[src/pkg/servo_setup_defs.vh]
// constants for the servo setup, home and backup logic
`ifndef SERVO_SETUP_DEFS_VH
`define SERVO_SETUP_DEFS_VH
// parameter identifiers on the parameter port
`define ID_ACCESS_KEY    16'h0020
`define ID_WRITE_KEY     16'h0021
`define ID_RESTORE_CMD   16'h00CB
`define ID_STORE_CMD     16'h00CC
`define ID_MECH_SOURCE   16'h0100
`define ID_GEAR_A        16'h0101
`define ID_GEAR_B        16'h0102
`define ID_PRESET_POS    16'h0103
// key codes and reset values
`define ACCESS_KEY_CODE  32'h01391955
`define WRITE_KEY_CODE   32'h75DB9C97
`define KEY_RESET        32'h00000000
`define GEAR_RESET       16'h0001
`define RES_SCALE        26'h00003E8
`define RES_MIN          40'h0000000064
`define RES_MAX          40'h0000002710
`define RES_RESET        14'h03E8
`define SRC_SENSOR       1'b0
`define SRC_MANUAL       1'b1
// timing: _MS figures in ms, clock in Hz, BLINK_CYC in cycles
`define CLK_HZ           100000000
`define HOLD_MS          1000
`define WINDOW_MS        3000
`define CONFIRM_MS       100
`define HOLD_CYC         (`HOLD_MS * (`CLK_HZ / 1000))
`define WINDOW_CYC       (`WINDOW_MS * (`CLK_HZ / 1000))
`define CONFIRM_CYC      (`CONFIRM_MS * (`CLK_HZ / 1000))
`define BLINK_CYC        25000000
`define MOTOR_BASE       10000
`endif

[src/rtl/servo_setup.v]
// resolution, phase output, home setting and backup key logic
`timescale 1ns/1ns
`include "servo_setup_defs.vh"

module servo_setup
#(
  parameter HOLD_CYC    = `HOLD_CYC,
  parameter WINDOW_CYC  = `WINDOW_CYC,
  parameter CONFIRM_CYC = `CONFIRM_CYC,
  parameter BLINK_CYC   = `BLINK_CYC,
  parameter MOTOR_BASE  = `MOTOR_BASE
)
(
  input  wire        mclk,
  input  wire        resetn,
  input  wire        power_up,
  input  wire        config_exec,
  input  wire        param_wr,
  input  wire [15:0] param_id,
  input  wire [31:0] param_wdata,
  input  wire [15:0] sensor_gear_a,
  input  wire [15:0] sensor_gear_b,
  input  wire        motor_step,
  input  wire        motor_dir,
  input  wire        home_switch,
  input  wire        nv_home_valid,
  output reg  [13:0] resolution,
  output reg         gear_error_info,
  output reg         gear_error_alarm,
  output reg         preset_again,
  output reg  [31:0] present_position,
  output reg         phase_a_pulse_output,
  output reg         phase_b_pulse_output,
  output reg         led_red,
  output reg         led_green,
  output reg         home_write,
  output reg  [23:0] home_position,
  output reg         home_valid,
  output reg         backup_restore,
  output reg         backup_store,
  output reg         backup_reject
);

  // divider states
  localparam D_IDLE = 3'b001;
  localparam D_RES  = 3'b010;
  localparam D_POS  = 3'b100;
  // home sequence states
  localparam H_IDLE    = 5'b00001;
  localparam H_HOLD    = 5'b00010;
  localparam H_RELEASE = 5'b00100;
  localparam H_PRESS   = 5'b01000;
  localparam H_CONFIRM = 5'b10000;

  reg [31:0] access_key;
  reg [31:0] write_key;
  reg        mech_source;
  reg        mech_active;
  reg [15:0] gear_a;
  reg [15:0] gear_b;
  reg [31:0] preset_pos;
  reg        res_dirty;
  reg [2:0]  div_state;
  reg [39:0] div_num;
  reg [16:0] div_rem;
  reg [15:0] div_den;
  reg [5:0]  div_cnt;
  reg [23:0] motor_count;
  reg [15:0] phase_acc;
  reg [1:0]  quad;
  reg [4:0]  home_state;
  reg [31:0] home_cnt;
  reg [31:0] blink_cnt;
  reg        blink;
  reg        nv_seen;

  wire [15:0] eff_gear_a = mech_active ? gear_a : sensor_gear_a;
  wire [15:0] eff_gear_b = mech_active ? gear_b : sensor_gear_b;
  wire        wr_ok      = param_wr && (param_wdata[31:16] == 16'h0000)
                           && (param_wdata[15:0] != 16'h0000);
  wire        access_ok  = (access_key == `ACCESS_KEY_CODE);
  wire        write_ok   = (write_key == `WRITE_KEY_CODE);
  wire [16:0] rem_shift  = {div_rem[15:0], div_num[39]};
  wire        rem_ge     = (rem_shift >= {1'b0, div_den});
  wire [39:0] div_q      = {div_num[38:0], rem_ge};
  wire [15:0] res_ext    = {2'b00, resolution};
  wire [15:0] base       = MOTOR_BASE[15:0];

  // quadrature count to phase pins: gray sequence
  function [1:0] quad_pins;
    input [1:0] q;
    begin
      quad_pins = {q[1], q[1] ^ q[0]};
    end
  endfunction

  // parameter port: keys, source, gears, preset, commands
  always @(posedge mclk)
  begin
    backup_restore <= 1'b0;
    backup_store   <= 1'b0;
    backup_reject  <= 1'b0;
    if (!resetn)
    begin
      access_key  <= `KEY_RESET;
      write_key   <= `KEY_RESET;
      mech_source <= `SRC_SENSOR;
      mech_active <= `SRC_SENSOR;
      gear_a      <= `GEAR_RESET;
      gear_b      <= `GEAR_RESET;
      preset_pos  <= 32'h00000000;
    end
    else
    begin
      if (power_up)
        mech_active <= mech_source;
      if (param_wr)
      begin
        case (param_id)
          `ID_ACCESS_KEY:  access_key <= param_wdata;
          `ID_WRITE_KEY:   write_key <= param_wdata;
          `ID_MECH_SOURCE: mech_source <= param_wdata[0];
          `ID_PRESET_POS:  preset_pos <= param_wdata;
          `ID_GEAR_A:
            if (wr_ok && mech_source == `SRC_MANUAL)
              gear_a <= param_wdata[15:0];
          `ID_GEAR_B:
            if (wr_ok && mech_source == `SRC_MANUAL)
              gear_b <= param_wdata[15:0];
          `ID_RESTORE_CMD:
            if (access_ok)
              backup_restore <= 1'b1;
            else
              backup_reject <= 1'b1;
          `ID_STORE_CMD:
            if (access_ok && write_ok)
              backup_store <= 1'b1;
            else
              backup_reject <= 1'b1;
          default: ;
        endcase
      end
    end
  end

  // shared divider: resolution, then position rescale
  always @(posedge mclk)
  begin
    if (!resetn)
    begin
      div_state        <= D_IDLE;
      div_num          <= 40'h0000000000;
      div_rem          <= 17'h00000;
      div_den          <= 16'h0001;
      div_cnt          <= 6'h00;
      res_dirty        <= 1'b0;
      resolution       <= `RES_RESET;
      gear_error_info  <= 1'b0;
      gear_error_alarm <= 1'b0;
      preset_again     <= 1'b0;
    end
    else
    begin
      if (param_wr && (param_id == `ID_GEAR_A || param_id == `ID_GEAR_B))
        res_dirty <= 1'b1;
      if (param_wr && param_id == `ID_PRESET_POS)
        preset_again <= 1'b0;
      if (power_up || config_exec)
      begin
        res_dirty <= 1'b1;
        if (gear_error_info)
          gear_error_alarm <= 1'b1;
      end
      case (div_state)
        D_IDLE:
          if (res_dirty && !(power_up || config_exec || param_wr))
          begin
            res_dirty <= 1'b0;
            div_num   <= {14'h0000, `RES_SCALE} * {24'h000000, eff_gear_b};
            div_den   <= eff_gear_a;
            div_rem   <= 17'h00000;
            div_cnt   <= 6'h00;
            div_state <= D_RES;
          end
        D_RES, D_POS:
        begin
          div_rem <= rem_ge ? rem_shift - {1'b0, div_den} : rem_shift;
          div_num <= {div_num[38:0], rem_ge};
          div_cnt <= div_cnt + 6'h01;
          if (div_cnt == 6'h27)
          begin
            div_state <= D_IDLE;
            if (div_state == D_RES)
            begin
              if (div_q < `RES_MIN || div_q > `RES_MAX)
                gear_error_info <= 1'b1;
              else
              begin
                gear_error_info <= 1'b0;
                // only a real change of resolution counts
                if ({26'h0000000, resolution} != div_q)
                begin
                  resolution <= div_q[13:0];
                  if (preset_pos != 32'h00000000)
                    preset_again <= 1'b1;
                  else
                  begin
                    div_num   <= {16'h0000, motor_count} *
                                 {26'h0000000, div_q[13:0]};
                    div_den   <= base;
                    div_rem   <= 17'h00000;
                    div_cnt   <= 6'h00;
                    div_state <= D_POS;
                  end
                end
              end
            end
          end
        end
        default: div_state <= D_IDLE;
      endcase
    end
  end

  // motor motion to scaled quadrature and present position
  always @(posedge mclk)
  begin
    if (!resetn)
    begin
      motor_count          <= 24'h000000;
      phase_acc            <= 16'h0000;
      quad                 <= 2'b00;
      present_position     <= 32'h00000000;
      phase_a_pulse_output <= 1'b0;
      phase_b_pulse_output <= 1'b0;
    end
    else
    begin
      if (div_state == D_POS && div_cnt == 6'h27)
        present_position <= {div_num[30:0], rem_ge};
      else if (motor_step && !motor_dir)
      begin
        motor_count <= motor_count + 24'h000001;
        if (phase_acc + res_ext >= base)
        begin
          phase_acc        <= phase_acc + res_ext - base;
          quad             <= quad + 2'b01;
          present_position <= present_position + 32'h00000001;
        end
        else
          phase_acc <= phase_acc + res_ext;
      end
      else if (motor_step && motor_dir)
      begin
        motor_count <= motor_count - 24'h000001;
        if (phase_acc < res_ext)
        begin
          phase_acc        <= phase_acc + base - res_ext;
          quad             <= quad - 2'b01;
          present_position <= present_position - 32'h00000001;
        end
        else
          phase_acc <= phase_acc - res_ext;
      end
      {phase_a_pulse_output, phase_b_pulse_output} <= quad_pins(quad);
    end
  end

  // home switch sequence, indicator and home store
  always @(posedge mclk)
  begin
    home_write <= 1'b0;
    if (!resetn)
    begin
      home_state    <= H_IDLE;
      home_cnt      <= 32'h00000000;
      blink_cnt     <= 32'h00000000;
      blink         <= 1'b0;
      led_red       <= 1'b0;
      led_green     <= 1'b1;
      home_position <= 24'h000000;
      home_valid    <= 1'b0;
      nv_seen       <= 1'b0;
    end
    else
    begin
      if (!nv_seen)
      begin
        nv_seen    <= 1'b1;
        home_valid <= nv_home_valid;
      end
      home_cnt <= home_cnt + 32'h00000001;
      if (blink_cnt >= BLINK_CYC - 1)
      begin
        blink_cnt <= 32'h00000000;
        blink     <= ~blink;
      end
      else
        blink_cnt <= blink_cnt + 32'h00000001;
      case (home_state)
        H_IDLE:
        begin
          led_red   <= 1'b0;
          led_green <= 1'b1;
          home_cnt  <= 32'h00000000;
          if (home_switch)
            home_state <= H_HOLD;
        end
        H_HOLD:
          if (!home_switch)
            home_state <= H_IDLE;
          else if (home_cnt >= HOLD_CYC - 1)
          begin
            home_state <= H_RELEASE;
            home_cnt   <= 32'h00000000;
            blink_cnt  <= 32'h00000000;
            blink      <= 1'b1;
          end
        H_RELEASE, H_PRESS:
        begin
          led_red   <= blink;
          led_green <= blink;
          if (home_cnt >= WINDOW_CYC - 1)
            home_state <= H_IDLE;
          else if (home_state == H_RELEASE && !home_switch)
          begin
            home_state <= H_PRESS;
            home_cnt   <= 32'h00000000;
          end
          else if (home_state == H_PRESS && home_switch)
          begin
            home_state <= H_CONFIRM;
            home_cnt   <= 32'h00000000;
          end
        end
        H_CONFIRM:
        begin
          led_red   <= 1'b1;
          led_green <= 1'b1;
          if (home_cnt >= CONFIRM_CYC - 1)
          begin
            home_state    <= H_IDLE;
            home_write    <= 1'b1;
            home_position <= motor_count;
            home_valid    <= 1'b1;
          end
        end
        default: home_state <= H_IDLE;
      endcase
    end
  end

endmodule // servo_setup

[config.mk]
export PLATFORM = sky130hd
export DESIGN_NAME = servo_setup
export DESIGN_NICKNAME = d
export VERILOG_FILES = /design/src/rtl/servo_setup.v
export VERILOG_INCLUDE_DIRS = /design/src /design/src/pkg
export SDC_FILE = /design/constraint.sdc
export NUM_CORES = 2
export LEC_CHECK = 0
export BUFFER_PORTS_ARGS = -buffer_cell sky130_fd_sc_hd__buf_4
export CAP_MARGIN = 40
export CORE_ASPECT_RATIO = 2
export CORE_UTILIZATION = 50
export CTS_CLUSTER_SIZE = 40
export DETAILED_ROUTE_END_ITERATION = 7
export PLACE_DENSITY = 0.72
export SETUP_SLACK_MARGIN = 0.15
export SLEW_MARGIN = 15
export SYNTH_ARGS = -nofsm -noshare
export SYNTH_HDL_FRONTEND = slang
export SYNTH_SLANG_ARGS = --single-unit
[constraint.sdc]
create_clock -name mclk -period 13.4 [get_ports mclk]
set_input_delay 0.67 -clock mclk [delete_from_list [all_inputs] [get_ports mclk]]
set_output_delay 0.67 -clock mclk [all_outputs]
set_load 0.1 [all_outputs]
* Word level (Yosys, flattened, before mapping) *
Index checks and enable logic that the tools add are counted.

cells by class
  add/sub/neg operators = 15
  multiply operators = 2
  $lt $le $gt $ge = 9
  equality and inequality tests = 32
  mux-type cells = 99
  bitwise logic cells = 4
  reduce and logical (&&, ||, !) cells = 53

operators with widths
  operator                                                                               count
  32-bit 2-to-1 mux                                                                      14
  16-bit 2-to-1 mux                                                                      19
  40-bit 2-to-1 mux                                                                      6
  32-bit by 1-bit adder with 32-bit output, second input constant                        3
  32-bit one-hot mux with 3 select lines                                                 1
  40-bit one-hot mux with 2 select lines                                                 1
  16-bit by 9-bit equality test with 1-bit output, second input constant                 4
  16-bit one-hot mux with 2 select lines                                                 2
  24-bit 2-to-1 mux                                                                      2
  40-bit by 14-bit > comparator with 1-bit output, second input constant                 1
  40-bit by 7-bit < comparator with 1-bit output, second input constant                  1
  14-bit by 40-bit != test with 1-bit output                                             1
  24-bit by 14-bit multiplier with 38-bit output                                         1
  6-bit 2-to-1 mux                                                                       6
  5-bit 2-to-1 mux                                                                       7
  16-bit by 6-bit equality test with 1-bit output, second input constant                 2
  16-bit by 8-bit equality test with 1-bit output, second input constant                 2
  32-bit by 25-bit equality test with 1-bit output, second input constant                1
  32-bit by 31-bit equality test with 1-bit output, second input constant                1
  32-bit by 24-bit greater-or-equal comparator with 1-bit output, second input constant  1
  32-bit by 25-bit greater-or-equal comparator with 1-bit output, second input constant  1
  32-bit by 27-bit greater-or-equal comparator with 1-bit output, second input constant  1
  32-bit by 29-bit greater-or-equal comparator with 1-bit output, second input constant  1
  32-bit nonzero test                                                                    1
  other kinds (52)                                                                       134

storage, ports and cells
  bits in registers = 407
  input bits = 89
  output and inout port bits = 82
  word-level logic and storage cells = 250

* Logic depth before layout (Yosys ltp) *
  word-level depth = 9
  depth in mapped cells = 28
  mapped depth without buffers = 24

* Worst setup path after synthesis *
Ideal clock, no wire load.

  kind = register -> register
  start point = register div_num[12]
  end point = register div_num[34]
  setup time = 0.132 ns
  data arrival time = 6.615 ns
  data required time = 13.268 ns
  setup slack = 6.653 ns
  stages on the path, launching flop included = 25
  path buffers = 3
  clock period less this slack = 6.747 ns
  path through = dfxtp_1 > clkbuf_1 > clkbuf_1 > nand2_1 > fa_1 > fa_1 > inv_1 > fa_1 > fa_1 > fa_1 > inv_1 > fa_1 > inv_1 > ha_1 > a21o_1 > nand4_1 > nand3_1 > a221o_1 > or2_2 > clkbuf_1 > a221oi_1 > nor3_1 > o41ai_1 > xor2_1 > o32ai_1

on the way
  cells in the longest elaborated chain, start to end = 7
  elaborated cells between the ends (all ways) = 11
  classes of those cells = 1 x mul; 2 x order compare; 1 x eq/ne; 6 x mux; 1 x reduce/logical

RTL lines
  element                                         line               RTL
  from (decl)                                     servo_setup.v:64   reg [39:0] div_num;
  from (signal assigned)                          servo_setup.v:179  div_num <= {14'h0000, `RES_SCALE} * {24'h000000, eff_gear_b};
  from (signal assigned)                          servo_setup.v:188  div_num <= {div_num[38:0], rem_ge};
  from (signal assigned)                          servo_setup.v:208  div_num <= {16'h0000, motor_count} *
  24-bit by 14-bit multiplier with 38-bit output  servo_setup.v:208
  40-bit 2-to-1 mux                               servo_setup.v:204  if (preset_pos != 32'h00000000)
  40-bit 2-to-1 mux                               servo_setup.v:201  if ({26'h0000000, resolution} != div_q)
  40-bit 2-to-1 mux *                             servo_setup.v:195  if (div_q < `RES_MIN || div_q > `RES_MAX)
  40-bit 2-to-1 mux *                             servo_setup.v:193  if (div_state == D_RES)
  40-bit 2-to-1 mux *                             servo_setup.v:190  if (div_cnt == 6'h27)
  40-bit one-hot mux with 2 select lines *        servo_setup.v:174  case (div_state)

Mark *: on every way between the ends. The rest lies on a longest branch, timed or not.
A chain may end at the register's enable or synchronous reset.

* Worst setup path in the final report *
  start point = register div_num[4]
  end point = register div_num[37]

Same word-level chain as after synthesis.

==> metrics.md <==
| Metric | Value |
|---|---|
| Status | finished clean |
| Global placement routability congestion | roughly 0.95 |
| Cts hold-fix bufs | 0 |
| Drt drc | 0 |
| Final Hold Fails | 0 |
| Clock buffer count from CTS | about 40 |
| Peak supply drop | 0.1876 mV |
| TritonCTS clock tree | yes |
| GRT overflow | 0 |
| Ys flop type | dfxtp_1 |
| IO Port Bufs | 170 |
| Clock root buffer | clkbuf_16 |
| Synth Cell Area | approximately 36000 um^2 |
| Fin nets | slightly above 5000 |
| CTS clk-pin slew, worst paths | ~0.090 ns |
| Die W | approximately 190 um |
| Yosys reg bits | ~400 |
| Sequential fraction of design power | 0.307 |
| Int Pwr | about 2.7 mW |
| Post-synthesis sequential area ratio | 0.2264 |
| Setup Fix Bufs, Post-CTS | 0 |
| Io pins | around 170 |
| Initial antenna violation count | 3 |
| Utilization after layout | 0.5574 |
| PD cells | ~120 nW/um^2 |
| Critical setup path kind | register to register |
| Final worst-path cycle share | 0.5319 |
| Critical path endpoint category | register |
| LEAKAGE | about 18 nW |
| Commonest non-fill, non-tap cell in the layout | nand2_1 |
| First-pass GRT wire length | roughly 170000 um |
| Worst Path Required | roughly 14 ns |
| Sw Ratio | 0.4195 |
| Final non-filler cell area | ~40000 um^2 |
| Crit path launch type | register |
| Post-cts sizing count | 0 |
| Placed inst area | 38120 um^2 |
| Post-layout minimum cycle time | a little over 7 ns |
| Most frequent cells in the layout | nand2_1, inv_1, dfxtp_1 |
| Mean cell area of the mapped netlist | 8.361 um^2 |
| Drt wl/cell | 19.64 um |
| Via count | roughly 31000 |
| Warning count from the yosys run | 0 |
| Drt first-iter violations | around 1600 |
| DP HPWL | approximately 80000 um |
| Clk sink count | about 410 |
| Multi-input gate area | roughly 25000 um^2 |
| Clock power share | 0.265 |
| Crit path DAT | approximately 7.6 ns |
| GRT Util Overall | 0.2917 |
| RSZ-0062 raised after global routing | false |
| Setup TNS | 0 ns |
| Largest net degree at the start of global routing | 90 |
| Final Max Slew Viols | 0 |
| Max-slew headroom | 0.3618 |
| Slew @ Worst Pin | approximately 0.94 ns |
| Core ar. | a little over 70000 um^2 |
| Fillers | roughly 6500 |
| CTS Buffer Depth | 3 |
| Total routed wirelength | about 100000 um |
| Die Height | 381.4 um |
| Distinct cells, synth | 92 |
| Cell count after synthesis | 4304 |
| Htree depth | 2 |
| Via density | between 5 and 6 |
| Synth-to-layout area growth | 9.927% |
| Final setup vio count | 0 |
| Share of flip-flops with an asynchronous set or reset | 0 |
| Switching Power | 1.978 mW |
| Vias in the first global route | ~32000 |
| Skew final | 0.02947 ns |
| Total Die Area | about 73000 um^2 |
| Register Area | 8148 um^2 |
| Rows | 138 |
| Starting Density | 0.5071 |
| TritonRoute pass-1 iters | 5 |
| Worst-Skew Late Latency | approximately 0.62 ns |
| Critical path peak fanout | 22 |
| Fraction of layout cells with a size suffix above 1 | 0.08045 |
| Worst min path class | input pin to register |
| Max_cap viols | 0 |
| Comb power frac | 0.428 |
| Post-synth EDFFs | 0 |
| Fmax | approximately 0.14 GHz |
| Remaining antenna violation count | 0 |
cells in the mapped netlist (52+ instances only):
cell type	number	area, um^2
a21o_1	64	480.5
and2_1	164	1026
fa_1	329	6586
nand3_1	93	465.5
dfxtp_1	407	8148
xnor2_1	121	1060
nor3_1	52	260.3
clkbuf_1	193	724.4
a21oi_1	297	1486
inv_1	422	1584
o21ai_0	166	830.8
nand2_1	629	2361
xor2_1	98	858.3
ha_1	276	3453
mux2i_1	105	1051
nor2_1	300	1126
path summary, 6_finish.rpt:
path,startpoint,to,slack [ns],cells past startpoint
worst max-delay path,div_num[4]$_SDFFE_PN0P_,div_num[37]$_SDFFE_PN0P_,6.27,22
worst min-delay path,power_up,mech_active$_SDFFE_PN0P_,0.31,3
worst max register to register,div_num[4]$_SDFFE_PN0P_,div_num[37]$_SDFFE_PN0P_,6.27,22
worst min register to register,write_key[31]$_SDFFE_PN0P_,write_key[31]$_SDFFE_PN0P_,0.45,2
through the flow:
step,setup slack (ns),hold WS [ns],std cells,total power [mW]
floorplan,6.653,0.4176,4310,2.961
global placement,6.325,0.4354,5223,3.434
detailed placement,6.332,0.4428,5234,3.468
CTS,6.271,0.2905,5310,4.727
global route,5.882,0.3191,5313,5.004
finish,6.273,0.3120,5313,4.716
sequential cells by signal, indices dropped and copies added, names as in the netlist, 2 cells and up:
signal / cells
access_key: 32
blink_cnt: 32
div_cnt: 6
div_den: 16
div_num: 40
div_rem: 16
div_state: 3
gear_a: 16
gear_b: 16
home_cnt: 32
home_position: 24
home_state: 5
motor_count: 24
phase_acc: 16
present_position: 32
preset_pos: 32
quad: 2
resolution: 14
write_key: 32
cells by family after synthesis:
| family | count (synthesis) | synth area share |
|---|---|---|
| other | 1 | 0.0001042 |
| AO/OA/AOI/OAI | 846 | 0.1494 |
| flip-flops | 407 | 0.2264 |
| XOR/XNOR | 220 | 0.05376 |
| adder cells (fa/ha/maj) | 605 | 0.2790 |
| buffers and inverters | 638 | 0.06777 |
| AND/OR/NAND/NOR | 1463 | 0.1884 |
| multiplexers | 124 | 0.03515 |
power by group through the flow:
stage / registers (mW) / clock network (mW) / logic (mW)
final: 1.45 / 1.25 / 2.02
after global placement: 1.47 / 0 / 1.96
after detailed placement: 1.47 / 0 / 2.00
after CTS: 1.44 / 1.27 / 2.01
after floorplan: 1.56 / 0 / 1.40
after global routing: 1.46 / 1.31 / 2.24
area by class of cell:
cell class | count | area share
inverter | 426 | 0.04061
timing repair buffer | 226 | 0.04492
sequential | 407 | 0.2060
multi-input combinational | 3265 | 0.6435
tap | 910 | 0.02878
antenna | 3 | 0.0001898
clock buffer | 52 | 0.02825
clock inverter | 24 | 0.007813
per-layer routing:
metal | wire (um) | vias up | share of wire | global-route usage
li1 | - | 14542 | - | -
met1 | 34930 | 14898 | 0.33 | 0.2835
met2 | 55630 | 999 | 0.53 | 0.5471
met3 | 5521 | 401 | 0.053 | 0.04558
met4 | 8263 | 0 | 0.079 | 0.2071
met5 | 0 | - | 0 | 0
worst max-delay path, stage by stage, from the launching register on:
cell	delay [ns]
dfxtp_1	0.57
buf_4	0.39
nand2_1	0.12
fa_1	0.50
fa_1	0.52
inv_1	0.05
fa_1	0.46
fa_1	0.52
fa_1	0.58
inv_1	0.07
fa_1	0.54
inv_1	0.04
ha_1	0.41
a21oi_1	0.28
o221ai_1	0.17
a21oi_1	0.19
o311ai_0	0.15
a41oi_1	0.54
o211ai_1	0.26
a31oi_1	0.22
xnor2_1	0.09
a211oi_1	0.24
nor3_1	0.06
No activity file was read; power rests on OpenSTA's default activity.
